`config.mk`:
```
export PLATFORM = sky130hd
export DESIGN_NAME = mrc_ctrl
export DESIGN_NICKNAME = d
export VERILOG_FILES = /design/src/rtl/mrc_ctrl.v /design/src/rtl/mrc_wait.v
export VERILOG_INCLUDE_DIRS = /design/src /design/src/include
export SDC_FILE = /design/constraint.sdc
export NUM_CORES = 1
export LEC_CHECK = 0
export BUFFER_PORTS_ARGS = -buffer_cell sky130_fd_sc_hd__clkbuf_2
export CAP_MARGIN = 20
export CORE_MARGIN = 2
export CORE_UTILIZATION = 40
export CTS_BUF_LIST = sky130_fd_sc_hd__clkbuf_4
export DETAILED_ROUTE_END_ITERATION = 12
export HOLD_SLACK_MARGIN = 0.12
export PLACE_DENSITY = 0.64
export SLEW_MARGIN = 20
export SYNTH_ARGS = -nofsm -noshare
export SYNTH_HDL_FRONTEND = slang
export SYNTH_SLANG_ARGS = --single-unit
```
`constraint.sdc`:
```
create_clock -name clk_i -period 3.13 [get_ports clk_i]
set_input_delay 0.4695 -clock clk_i [delete_from_list [all_inputs] [get_ports clk_i]]
set_output_delay 0.4695 -clock clk_i [all_outputs]
set_load 0.02 [all_outputs]
```
`src/include/mrc_map.vh`:
```
`ifndef MRC_MAP_VH
`define MRC_MAP_VH
// wishbone register byte addresses
`define MRC_ADR_CTRL 5'h00
`define MRC_ADR_STAT 5'h04
`define MRC_ADR_MR0 5'h08
`define MRC_ADR_MR1 5'h0C
`define MRC_ADR_MR2 5'h10
`define MRC_ADR_RDAT 5'h14
`define MRC_ADR_TIME 5'h18
// ctrl fields
`define MRC_CTRL_INIT 0
`define MRC_CTRL_CAL 1
`define MRC_CTRL_CALSHORT 2
`define MRC_CTRL_DIE 3
`define MRC_CTRL_WIDE 4
`define MRC_CTRL_TRAIN 5
`define MRC_CTRL_TREXIT 6
`define MRC_CTRL_RD 7
// config register fields
`define MRC_MR1_CALSEL 6
`define MRC_MR1_CALEN 7
`define MRC_MR1_RST_VAL 20'h00000
`define MRC_MR2_TRAIN 2
// bank address and mode register select on the bank bus
`define MRC_BA_MR0 4'h0
`define MRC_BA_MR1 4'h1
`define MRC_BA_MR2 4'h2
`define MRC_BA_ZERO 4'h0
// timing
`define MRC_CLK_MHZ 40
`define MRC_RST_LOW_US 200
// 200 us of device reset at 40 MHz
`define MRC_RST_LOW_CYC 16'h1F40
`define MRC_PRE_NOP_CYC 16'h0064
`define MRC_POST_NOP_CYC 16'h2710
`define MRC_CAL_X18_CYC 16'h0200
`define MRC_CAL_X36_CYC 16'h0400
`define MRC_CNT_W 16
`endif

```
`src/rtl/mrc_ctrl.v`:
```
// Operation
// - wait row cycle time before calibration
// - two-rank: only no-ops during calibration windows
// - calibrate each rank with own select
// - shared resistor: calibration windows never overlap
// - MR1 bit eight selects refresh protocol
// - banks idle before enabling training
// - training: only bank-zero reads, spaced
// - training exit: wait, load, wait again
// - reset low 200us, then 100 nop clocks
// - after reset: nops, address low 10000 cycles
// - init order MR0, MR1 per die, MR2
// - reserved address and bank bits low on loads
// - loads only with banks idle
//
// Added by the designer: the register addresses and register access over Wishbone.
`timescale 1ns/100ps
`default_nettype none
`include "mrc_map.vh"
module mrc_ctrl
(
  // clock and reset
  input wire clk_i,
  input wire rst_i,
  // wishbone slave
  input wire wb_cyc_i,
  input wire wb_stb_i,
  input wire wb_we_i,
  input wire [4:0] wb_adr_i,
  input wire [3:0] wb_sel_i,
  input wire [31:0] wb_dat_i,
  output reg [31:0] wb_dat_o,
  output wire wb_ack_o,
  // device command pins
  output reg dram_reset_n_o,
  output reg die0_select_n_o,
  output reg die1_select_n_o,
  output reg dram_we_n_o,
  output reg dram_ref_n_o,
  output reg [19:0] dram_addr_o,
  output reg [3:0] dram_ba_o,
  // device read data
  input wire [17:0] dram_dq_i,
  input wire read_valid_output_i
);
  localparam S_IDLE = 11'h001;
  localparam S_RSTLO = 11'h002;
  localparam S_PRENOP = 11'h004;
  localparam S_POSTNOP = 11'h008;
  localparam S_MR0 = 11'h010;
  localparam S_MR1 = 11'h020;
  localparam S_CALWAIT = 11'h040;
  localparam S_MR2 = 11'h080;
  localparam S_GAP = 11'h100;
  localparam S_TRAIN = 11'h200;
  localparam S_TRLOAD = 11'h400;
  // register file
  reg [19:0] latency_config_register_r;
  reg [19:0] driver_refresh_config_register_r;
  reg [19:0] training_config_register_r;
  reg [15:0] load_gap_r;
  reg wide_r;
  reg [17:0] rdat_r;
  reg ack_r;
  reg [10:0] state_r;
  reg [10:0] ret_r;
  reg init_go_r;
  reg cal_go_r;
  reg cal_short_r;
  reg cal_die_r;
  reg train_rd_r;
  reg train_exit_r;
  reg init_done_r;
  reg training_r;
  reg die_r;
  reg phase_r;
  reg wt_load_r;
  reg [15:0] wt_cnt_r;
  wire wt_busy;
  wire wt_done;
  wire wr = wb_cyc_i && wb_stb_i && wb_we_i && !ack_r;
  wire busy = (state_r != S_IDLE) && (state_r != S_TRAIN);
  wire [15:0] cal_cyc = wide_r ? `MRC_CAL_X36_CYC : `MRC_CAL_X18_CYC;
  assign wb_ack_o = ack_r;
  mrc_wait u_wait
  (
    .clk_i(clk_i),
    .rst_i(rst_i),
    .load_i(wt_load_r),
    .count_i(wt_cnt_r),
    .busy_o(wt_busy),
    .done_o(wt_done)
  );
  // bus slave: one wait state, ack for one cycle
  always @(posedge clk_i)
  begin
    if (rst_i)
      ack_r <= 1'b0;
    else
      ack_r <= wb_cyc_i && wb_stb_i && !ack_r;
  end
  always @(posedge clk_i)
  begin
    if (rst_i)
      wb_dat_o <= 32'h00000000;
    else
    begin
      case (wb_adr_i)
        `MRC_ADR_STAT: wb_dat_o <= {26'h0000000, wt_busy, training_r, init_done_r, busy, 2'h0};
        `MRC_ADR_MR0: wb_dat_o <= {12'h000, latency_config_register_r};
        `MRC_ADR_MR1: wb_dat_o <= {12'h000, driver_refresh_config_register_r};
        `MRC_ADR_MR2: wb_dat_o <= {12'h000, training_config_register_r};
        `MRC_ADR_RDAT: wb_dat_o <= {14'h0000, rdat_r};
        `MRC_ADR_TIME: wb_dat_o <= {16'h0000, load_gap_r};
        `MRC_ADR_CTRL: wb_dat_o <= {27'h0000000, wide_r, 4'h0};
        default: wb_dat_o <= 32'h00000000;
      endcase
    end
  end
  // shadow registers kept until rewritten or reset
  always @(posedge clk_i)
  begin
    if (rst_i)
    begin
      latency_config_register_r <= 20'h00000;
      driver_refresh_config_register_r <= `MRC_MR1_RST_VAL;
      training_config_register_r <= 20'h00000;
      load_gap_r <= 16'h0010;
      wide_r <= 1'b0;
      init_go_r <= 1'b0;
      cal_go_r <= 1'b0;
      cal_short_r <= 1'b0;
      cal_die_r <= 1'b0;
      train_rd_r <= 1'b0;
      train_exit_r <= 1'b0;
    end
    else
    begin
      if (state_r == S_RSTLO)
        init_go_r <= 1'b0;
      if (state_r == S_MR1 && !init_done_r || state_r == S_CALWAIT)
        cal_go_r <= 1'b0;
      if (state_r == S_TRAIN && train_rd_r && !wt_busy)
        train_rd_r <= 1'b0;
      if (state_r == S_TRLOAD)
        train_exit_r <= 1'b0;
      if (wr && wb_sel_i[0])
      begin
        case (wb_adr_i)
          `MRC_ADR_MR0: latency_config_register_r <= wb_dat_i[19:0];
          // calibration start bit only set by the sequencer on MR1 loads
          `MRC_ADR_MR1: driver_refresh_config_register_r <= {wb_dat_i[19:8], 1'b0, wb_dat_i[6:0]};
          `MRC_ADR_MR2: training_config_register_r <= wb_dat_i[19:0];
          `MRC_ADR_TIME: load_gap_r <= wb_dat_i[15:0];
          `MRC_ADR_CTRL:
          begin
            wide_r <= wb_dat_i[`MRC_CTRL_WIDE];
            if (wb_dat_i[`MRC_CTRL_INIT] && state_r == S_IDLE)
              init_go_r <= 1'b1;
            // software waits row cycle before ordering calibration
            if (wb_dat_i[`MRC_CTRL_CAL] && state_r == S_IDLE && init_done_r)
            begin
              cal_go_r <= 1'b1;
              cal_short_r <= wb_dat_i[`MRC_CTRL_CALSHORT];
              cal_die_r <= wb_dat_i[`MRC_CTRL_DIE];
            end
            if (wb_dat_i[`MRC_CTRL_RD] && state_r == S_TRAIN)
              train_rd_r <= 1'b1;
            if (wb_dat_i[`MRC_CTRL_TREXIT] && state_r == S_TRAIN)
              train_exit_r <= 1'b1;
          end
          default: ;
        endcase
      end
    end
  end
  // sequencer
  always @(posedge clk_i)
  begin
    if (rst_i)
    begin
      state_r <= S_IDLE;
      ret_r <= S_IDLE;
      dram_reset_n_o <= 1'b0;
      die0_select_n_o <= 1'b1;
      die1_select_n_o <= 1'b1;
      dram_we_n_o <= 1'b1;
      dram_ref_n_o <= 1'b1;
      dram_addr_o <= 20'h00000;
      dram_ba_o <= 4'h0;
      init_done_r <= 1'b0;
      training_r <= 1'b0;
      die_r <= 1'b0;
      phase_r <= 1'b0;
      wt_load_r <= 1'b0;
      wt_cnt_r <= 16'h0000;
      rdat_r <= 18'h00000;
    end
    else
    begin
      wt_load_r <= 1'b0;
      // default: nop with address low
      die0_select_n_o <= 1'b1;
      die1_select_n_o <= 1'b1;
      dram_we_n_o <= 1'b1;
      dram_ref_n_o <= 1'b1;
      dram_addr_o <= 20'h00000;
      dram_ba_o <= 4'h0;
      if (read_valid_output_i)
        rdat_r <= dram_dq_i;
      case (state_r)
        S_IDLE:
        begin
          if (init_go_r)
          begin
            init_done_r <= 1'b0;
            training_r <= 1'b0;
            dram_reset_n_o <= 1'b0;
            wt_cnt_r <= `MRC_RST_LOW_CYC;
            wt_load_r <= 1'b1;
            state_r <= S_RSTLO;
          end
          else if (cal_go_r)
          begin
            die_r <= cal_die_r;
            phase_r <= 1'b1;
            state_r <= S_MR1;
          end
          else if (init_done_r && training_config_register_r[`MRC_MR2_TRAIN])
            training_r <= 1'b0;
        end
        S_RSTLO:
          if (wt_done)
          begin
            wt_cnt_r <= `MRC_PRE_NOP_CYC;
            wt_load_r <= 1'b1;
            state_r <= S_PRENOP;
          end
        S_PRENOP:
          if (wt_done)
          begin
            dram_reset_n_o <= 1'b1;
            wt_cnt_r <= `MRC_POST_NOP_CYC;
            wt_load_r <= 1'b1;
            state_r <= S_POSTNOP;
          end
        S_POSTNOP:
          if (wt_done)
            state_r <= S_MR0;
        S_MR0:
        begin
          // die 0, and die 1 too unless wide; reserved bits low
          die0_select_n_o <= 1'b0;
          die1_select_n_o <= wide_r;
          dram_we_n_o <= 1'b0;
          dram_ref_n_o <= 1'b0;
          dram_addr_o <= latency_config_register_r;
          dram_ba_o <= `MRC_BA_MR0;
          die_r <= 1'b0;
          phase_r <= 1'b0;
          wt_cnt_r <= load_gap_r;
          wt_load_r <= 1'b1;
          ret_r <= S_MR1;
          state_r <= S_GAP;
        end
        S_MR1:
        begin
          // one die per load; calibration enabled long at init
          die0_select_n_o <= die_r;
          die1_select_n_o <= wide_r | ~die_r;
          dram_we_n_o <= 1'b0;
          dram_ref_n_o <= 1'b0;
          dram_addr_o <= driver_refresh_config_register_r;
          dram_addr_o[`MRC_MR1_CALEN] <= 1'b1;
          dram_addr_o[`MRC_MR1_CALSEL] <= phase_r ? cal_short_r : 1'b0;
          dram_ba_o <= `MRC_BA_MR1;
          wt_cnt_r <= cal_cyc;
          wt_load_r <= 1'b1;
          state_r <= S_CALWAIT;
        end
        S_CALWAIT:
          // only nops; windows never overlap as next load waits here
          if (wt_done)
          begin
            if (!phase_r && !die_r && !wide_r)
            begin
              die_r <= 1'b1;
              state_r <= S_MR1;
            end
            else if (phase_r)
              state_r <= S_IDLE;
            else
              state_r <= S_MR2;
          end
        S_MR2:
        begin
          die0_select_n_o <= 1'b0;
          die1_select_n_o <= wide_r;
          dram_we_n_o <= 1'b0;
          dram_ref_n_o <= 1'b0;
          dram_addr_o <= training_config_register_r;
          dram_ba_o <= `MRC_BA_MR2;
          wt_cnt_r <= load_gap_r;
          wt_load_r <= 1'b1;
          init_done_r <= 1'b1;
          ret_r <= training_config_register_r[`MRC_MR2_TRAIN] ? S_TRAIN : S_IDLE;
          state_r <= S_GAP;
        end
        S_GAP:
          if (wt_done)
          begin
            training_r <= (ret_r == S_TRAIN);
            state_r <= ret_r;
          end
        S_TRAIN:
        begin
          // software sets training only with banks idle
          if (train_exit_r && !wt_busy)
          begin
            wt_cnt_r <= load_gap_r;
            wt_load_r <= 1'b1;
            state_r <= S_TRLOAD;
          end
          else if (train_rd_r && !wt_busy)
          begin
            // bank-zero read, spacing via gap counter
            die0_select_n_o <= die_r;
            die1_select_n_o <= wide_r | ~die_r;
            dram_ba_o <= `MRC_BA_ZERO;
            die_r <= ~die_r & ~wide_r;
            wt_cnt_r <= load_gap_r;
            wt_load_r <= 1'b1;
          end
        end
        S_TRLOAD:
          if (wt_done)
          begin
            // leave training: reload MR2 with pattern disabled
            die0_select_n_o <= 1'b0;
            die1_select_n_o <= wide_r;
            dram_we_n_o <= 1'b0;
            dram_ref_n_o <= 1'b0;
            dram_addr_o <= training_config_register_r & 20'hFFFFB;
            dram_ba_o <= `MRC_BA_MR2;
            wt_cnt_r <= load_gap_r;
            wt_load_r <= 1'b1;
            ret_r <= S_IDLE;
            state_r <= S_GAP;
          end
        default: state_r <= S_IDLE;
      endcase
    end
  end
endmodule // mrc_ctrl
`default_nettype wire

```
`src/rtl/mrc_wait.v`:
```
`timescale 1ns/100ps
`default_nettype none
// down counter: done pulses when a loaded wait expires
module mrc_wait
(
  // clock and reset
  input wire clk_i,
  input wire rst_i,
  // control
  input wire load_i,
  input wire [15:0] count_i,
  output wire busy_o,
  output wire done_o
);
  reg [15:0] cnt_r;
  reg busy_r;
  always @(posedge clk_i)
  begin
    if (rst_i)
    begin
      cnt_r <= 16'h0000;
      busy_r <= 1'b0;
    end
    else if (load_i)
    begin
      cnt_r <= count_i;
      busy_r <= 1'b1;
    end
    else if (busy_r)
    begin
      if (cnt_r <= 16'h0001)
        busy_r <= 1'b0;
      else
        cnt_r <= cnt_r - 16'h0001;
    end
  end
  assign busy_o = busy_r;
  assign done_o = busy_r && (cnt_r <= 16'h0001) && !load_i;
endmodule // mrc_wait
`default_nettype wire

```
==> qor.txt, run 1 <==
#FFs+latches synth: 199
Minimum clock period: 2.72 ns
First-pass GRT wire length: 40800 um
Vias/cell: 5.57
Pwr Density: 453 nW/um2
CTS H-tree lvls: 4
WHS: 0.175 ns
Core Region: 20900 um2
Syn Area/Cell: 8.27 um2
Max-Cap Viols: 0
Die Wd: 150 um
Antenna-violating nets left: 0
CTS root buffer: clkbuf_4
Post-DP HPWL: 17500 um
Crit-path max FO: 14
Worst path required time: 3.61 ns
Final setup vio count: 0
Worst ir drop on vdd: 0.221 mV
Total Neg Setup Slack: 0 ns
Post-synth ARST share: 0%
Register area share after synthesis: 47.0%
CP Launch Type: flop
Share of cells above drive strength 1: 15.9%
Worst-margin pin slew: 0.904 ns
Fin Clk Skew: 0.0296 ns
Vias in the first global route: 7464
Post-Syn Area: 8470 um2
Vias: 7968
Initial Util: 40.6%
Per-cell routed wire length: 18.1 um
RSZ-0062 raised after global routing: no
Die Height: 150 um
Cell count after synthesis: 1024
Kind of critical path: flop to flop
# IOs: 127
Distinct cells, synth: 63
Rel. slew slack: 39.6%
Synth top area cells: dfxtp_1 47%, nand2_1 8.6%, a21oi_1 7.2%
CTS max path bufs: 2
Number of flops mapped to enable cells by yosys: 0
Die area: 22400 um2
Critical path arrival: 3.21 ns
Status: completed
Leakage power: 3.60 nW
DRT iter0 DRCs: 954
Worst hold path type: primary input to flop
DP Area: 9260 um2
Final instance area: 9960 um2
Clk pin slew, worst setup/hold paths: 0.18 ns
Nature of the critical path endpoint: flop
Synth Warn #: 0
DRC Markers: 0
Main synth FF type: dfxtp_1
Clk Latency, worst-skew pair: 0.62 ns
All-Layer GR Usage: 23.4%
Grt ovf: 0
Pre-Repair DR Iteration Count: 8
Sink Count: 199
Buffers on Ports: 97
CTS tree: yes
Num rows: 53
Final Hold Viols: 0
Synth area leader: dfxtp_1
Final WL: 25900 um
Total CTS buffers: 17
Post-CTS Repair Setup Buffers: 0
Synth top area share: 47.0%
Fill cells: 2035
Initial antenna violation count: 1
Final period utilization: 87.0%
Layout area overhead: 17.6%
Largest net degree at the start of global routing: 80
Fmax achieved: 367 MHz
Final max-slew violation count: 0
Nets: 1209
RePlAce Congestion: 0.892
-- cell type report --
type / instances / area, um2 / area share (%)
Multi-Input combinational cell: 734 / 4090 / 41.0
Sequential cell: 199 / 3980 / 40.0
Timing Repair Buffer: 175 / 1180 / 11.9
Tap cell: 275 / 344 / 3.45
Clock inverter: 15 / 176 / 1.77
Clock buffer: 17 / 128 / 1.28
Inverter: 15 / 56.3 / 0.565
Antenna cell: 1 / 2.50 / 0.0251
-- registers in the layout (all words and copies together), names as in the netlist, 2 cells and up --
register,flops
latency_config_register_r,20
state_r,11
training_config_register_r,20
load_gap_r,16
ret_r,3
rdat_r,18
wt_cnt_r,16
dram_ba_o,2
wb_dat_o,20
u_wait.cnt_r,16
driver_refresh_config_register_r,19
dram_addr_o,20
-- final timing paths --
check,from,endpoint,slack (ns),cells after the start
worst max register to register,state_r[4],wt_cnt_r[6],0.41,6
worst min-delay path,wb_dat_i[0],driver_refresh_config_register_r[0],0.18,3
worst max-delay path,state_r[4],wt_cnt_r[6],0.41,6
worst min register to register,wb_ack_o,wb_ack_o,0.46,1
-- worst max-delay path, stage by stage, from the launching register on --
cell	delay (ns)
dfxtp_1	0.50
or4_1	0.68
nor3_1	0.33
nand4_1	0.24
o2111a_1	0.40
nor2_1	0.32
a211oi_1	0.11
-- stage by stage --
step / total power, W / util (%) / cells / worst slack, ns
global route: 0.00468 / 47.7 / 1431 / 0.276
finish: 0.00451 / 47.7 / 1431 / 0.407
floorplan: 0.00294 / - / 1037 / 0.752
detailed placement: 0.00311 / 44.3 / 1359 / 0.439
CTS: 0.00454 / 47.7 / 1430 / 0.433
global placement: 0.00311 / 44.3 / 1359 / 0.503
-- synthesized netlist by cell type, types with 6 or more instances --
cell        n
a211oi_1   21
dfxtp_1   199
inv_1      15
nor3_1     28
xnor2_1     9
and2_1      7
a22oi_1    28
a222oi_1   32
mux2i_1    25
a21oi_1   122
buf_2       6
o21ai_0    17
or4_1       6
nor4_1     11
a31oi_1     9
nor2_1    110
nand2_1   194
xor2_1     10
clkbuf_1   64
nand3_1    19
nand4_1     8
or3_1       7
buf_4      15
-- layer usage --
metal | part of all wire (%) | vias to the layer above | GRT usage (%) | wire (um)
li1 | - | 3843 | - | -
met1 | 45 | 3716 | 32.7 | 11600
met2 | 46 | 366 | 36.9 | 11900
met3 | 7.2 | 43 | 3.38 | 1860
met4 | 2.1 | 0 | 8.14 | 551
met5 | 0 | - | 0 | 0
-- where the power goes --
group,internal [W],switching (W),leakage [nW]
combinational,0.000179,0.000323,1.84
clock,0.000382,0.00102,0.162
sequential,0.00257,0.0000371,1.61
total,0.00313,0.00138,3.60
-- cell usage in the layout, fill, tap and decap left out, drive strengths merged, types with 3 or more instances in the layout --
cell / synthesis / layout
dlygate4sd3: 0 / 39
xnor2: 9 / 9
mux2i: 25 / 25
a31oi: 9 / 9
buf: 25 / 40
nor3b: 4 / 4
o211ai: 3 / 3
nand3: 19 / 19
a211oi: 22 / 22
clkinv: 0 / 6
xor2: 10 / 10
a222oi: 32 / 32
a22oi: 28 / 28
or3: 7 / 7
a21oi: 122 / 122
o21ai: 18 / 18
nor4b: 6 / 6
o22ai: 4 / 4
nand2: 194 / 194
clkbuf: 64 / 113
nand4: 9 / 9
and3: 4 / 4
inv: 15 / 24
and2: 7 / 7
conb: 1 / 14
nor2: 110 / 110
or4: 7 / 7
nor3: 28 / 28
nand2b: 3 / 3
nor4: 12 / 12
dfxtp: 199 / 199
-- cells by family (layout without fill, tap and decap cells) --
kind of cell	after synthesis	after routing	synth area share, %
xor+xnor	19	19	1.96
other cells	1	15	0.0443
mux	26	26	3.09
flops	199	199	47.0
fa+ha+maj	2	2	0.295
buf+inv	104	222	5.54
simple gates	418	418	22.3
compound gates	255	255	19.7
-- timing repair --
item / in CTS / in global routing
hold endpoints to repair: 85 / 0
hold buffers: 39 / 0
resized for setup: 0 / 0
No activity file was read; power rests on OpenSTA's default activity.
==> run 2, diff against run 1 <==
--- a/config.mk
+++ b/config.mk
@@ -10,7 +10,6 @@
 export CAP_MARGIN = 20
 export CORE_MARGIN = 2
 export CORE_UTILIZATION = 40
-export CTS_BUF_LIST = sky130_fd_sc_hd__clkbuf_4
 export DETAILED_ROUTE_END_ITERATION = 12
 export HOLD_SLACK_MARGIN = 0.12
 export PLACE_DENSITY = 0.64
==> run 2 against run 1 <==
  * Worst setup slack improved by 0.065 ns
  * Sequential share of layout area rose by 0.39 points
  * Combinational power fell by 8.0%
  * Register-to-register slack improved by 0.07 ns
  * Cell count fell by 2.8%
  * Clock skew fell by 0.018 ns
  * Global-route usage fell by 0.35 points
  * Largest power group unchanged
==> qor.txt, run 2 (synthesized netlist as in run 1, its figures left out) <==
Critical path arrival: 2.94 ns (-0.27 ns)
Pre-Repair DR Iteration Count: 7 (-1)
Commonest non-fill, non-tap cells in the layout: 199 x dfxtp_1, 194 x nand2_1, 122 x a21oi_1
# IOs: 127 (unchanged)
Worst path required time: 3.41 ns (-0.20 ns)
Final setup vio count: 0 (unchanged)
Fmax achieved: 376 MHz (+2.5%)
Diodes inserted: 0 (-1)
Switch Pwr: 0.00147 W (+6.6%)
Crit-path max FO: 14 (unchanged)
Clk Latency, worst-skew pair: 0.44 ns (-0.18 ns)
Clock network fraction of design power: 41.9% (+11 points)
Register share of total power: 49.3% (-8.4 points)
Nets: 1170 (-3.2%)
Vias in the first global route: 7269 (-2.6%)
Grt ovf: 0 (unchanged)
Net Sw Frac: 28.0% (-2.7 points)
Initial Util: 40.6% (unchanged)
Num rows: 53 (unchanged)
RePlAce Congestion: 0.892 (unchanged)
Die area: 22400 um2 (unchanged)
Share of cells above drive strength 1: 16.5% (+0.56 points)
Nature of the critical path endpoint: flop
Layout area overhead: 16.5%
Pwr Total: 0.00527 W (+17%)
CTS tree: yes
First-pass GRT wire length: 40200 um (-1.3%)
Initial antenna violation count: 0 (-1)
Fill cells: 2028 (-0.34%)
Die Wd: 150 um (unchanged)
CP Launch Type: flop
Register area: 3980 um2 (unchanged)
Worst ir drop on vdd: 0.405 mV (+83%)
Power share of the combinational group: 8.8% (-2.3 points)
Per-cell routed wire length: 18.5 um (+2.0%)
Max-Cap Viols: 0 (unchanged)
CP max stage cell: or4_1
Sink Count: 199 (unchanged)
Pwr Density: 534 nW/um2 (+18%)
# hold bufs at CTS: 0 (-100%)
CTS H-tree lvls: 4 (unchanged)
Final period utilization: 84.9% (-2.1 points)
Final Hold Viols: 0 (unchanged)
Buffers on Ports: 97 (unchanged)
Status: completed
Clk pin slew, worst setup/hold paths: 0.08 ns (-0.10 ns)
Final max-slew violation count: 0 (unchanged)
CTS root buffer: clkbuf_16
Antenna-violating nets left: 0 (unchanged)
RSZ-0062 raised after global routing: no
Leakage power: 3.57 nW (-0.84%)
DRC Markers: 0 (unchanged)
All-Layer GR Usage: 23.0% (-0.35 points)
CTS max path bufs: 2 (unchanged)
Largest net degree at the start of global routing: 80 (unchanged)
Kind of critical path: flop to flop
Core Region: 20900 um2 (unchanged)
Vias: 7854 (-1.4%)
Total CTS buffers: 17 (unchanged)
Crit path buf inv count: 0 (unchanged)
Post-CTS Repair Setup Buffers: 0 (unchanged)
Power Internal: 0.00379 W (+21%)
Total Neg Setup Slack: 0 ns (unchanged)
Vias/cell: 5.65 (+1.4%)
Most common cell after layout, fill and taps aside: dfxtp_1
Worst hold path type: primary input to flop
Multi-input logic area: 4090 um2 (unchanged)
Rel. slew slack: 40.9% (+1.2 points)
Post-CTS Resized: 0 (unchanged)
Fin Clk Skew: 0.0116 ns (-0.0180 ns)
Minimum clock period: 2.66 ns (-0.0653 ns)
Post-DP HPWL: 17500 um (unchanged)
Kind of cell adding the most delay to the critical path: simple AND/OR/NAND/NOR gates
Die Height: 150 um (unchanged)
DRT iter0 DRCs: 931 (-2.4%)
CP cell instances: or4_1 -> nor3_1 -> nand4_1 -> o2111a_1 -> nor2_1 -> a211oi_1
Worst-margin pin slew: 0.885 ns (-0.0186 ns)
Final WL: 25700 um (-0.88%)
Max incr delay on CP: 0.68 ns (about the same)
run 2: changes by cell type in the layout (fill, tap and decap cells not counted), sizes merged:
cell,delta
dlygate4sd3,-39
diode,-1
run 2: final timing paths:
path	startpoint	endpoint	slack, ns	depth (start not counted)
max	state_r[4]	wt_cnt_r[11]	0.47	6
min	wb_stb_i	wb_ack_o	0.26	3
max reg2reg	state_r[4]	wt_cnt_r[11]	0.47	6
min reg2reg	wb_ack_o	wb_ack_o	0.45	1
run 2: power by group through the flow:
stage | clock network [W] | registers [W] | logic (W)
floorplan | 0 | 0.00263 | 0.000313
global placement | 0 | 0.00265 | 0.000457
detailed placement | 0 | 0.00265 | 0.000456
CTS | 0.00224 | 0.00259 | 0.000457
global route | 0.00233 | 0.00260 | 0.000508
finish | 0.00221 | 0.00260 | 0.000463
run 2: tightest hold or removal path, delay by kind of cell:
kind / cells / cell delay [ns]
buf+inv: 1 / 0.08
simple gates: 2 / 0.11
run 2: layout make-up:
class | count | area share (%)
multi-input cells | 734 | 41.4
flip-flops and latches | 199 | 40.4
repair buffers | 136 | 8.04
clock buffers | 17 | 4.31
well taps | 275 | 3.49
clock inverters | 15 | 1.79
inverters | 15 | 0.571
run 2: routing by layer:
| metal | up-vias | track usage, % | share of wire (%) |
|---|---|---|---|
| li1 | 3765 | - | - |
| met1 | 3708 | 32.5 | 45 |
| met2 | 351 | 36.3 | 46 |
| met3 | 30 | 3.78 | 7.5 |
| met4 | 0 | 6.52 | 1.4 |
| met5 | - | 0 | 0 |
run 2: per-stage QoR:
step           instances  area, um2  hold slack (ns)  setup WS (ns)  util, %
6_report            1391       9860            0.258          0.472     47.2
4_1_cts             1391       9860            0.253          0.446     47.2
5_1_grt             1391       9860            0.255          0.282     47.2
3_5_place_dp        1359       9260            0.438          0.439     44.3
2_1_floorplan       1037       8520            0.431          0.752        -
3_3_place_gp        1359       9260            0.436          0.503     44.3
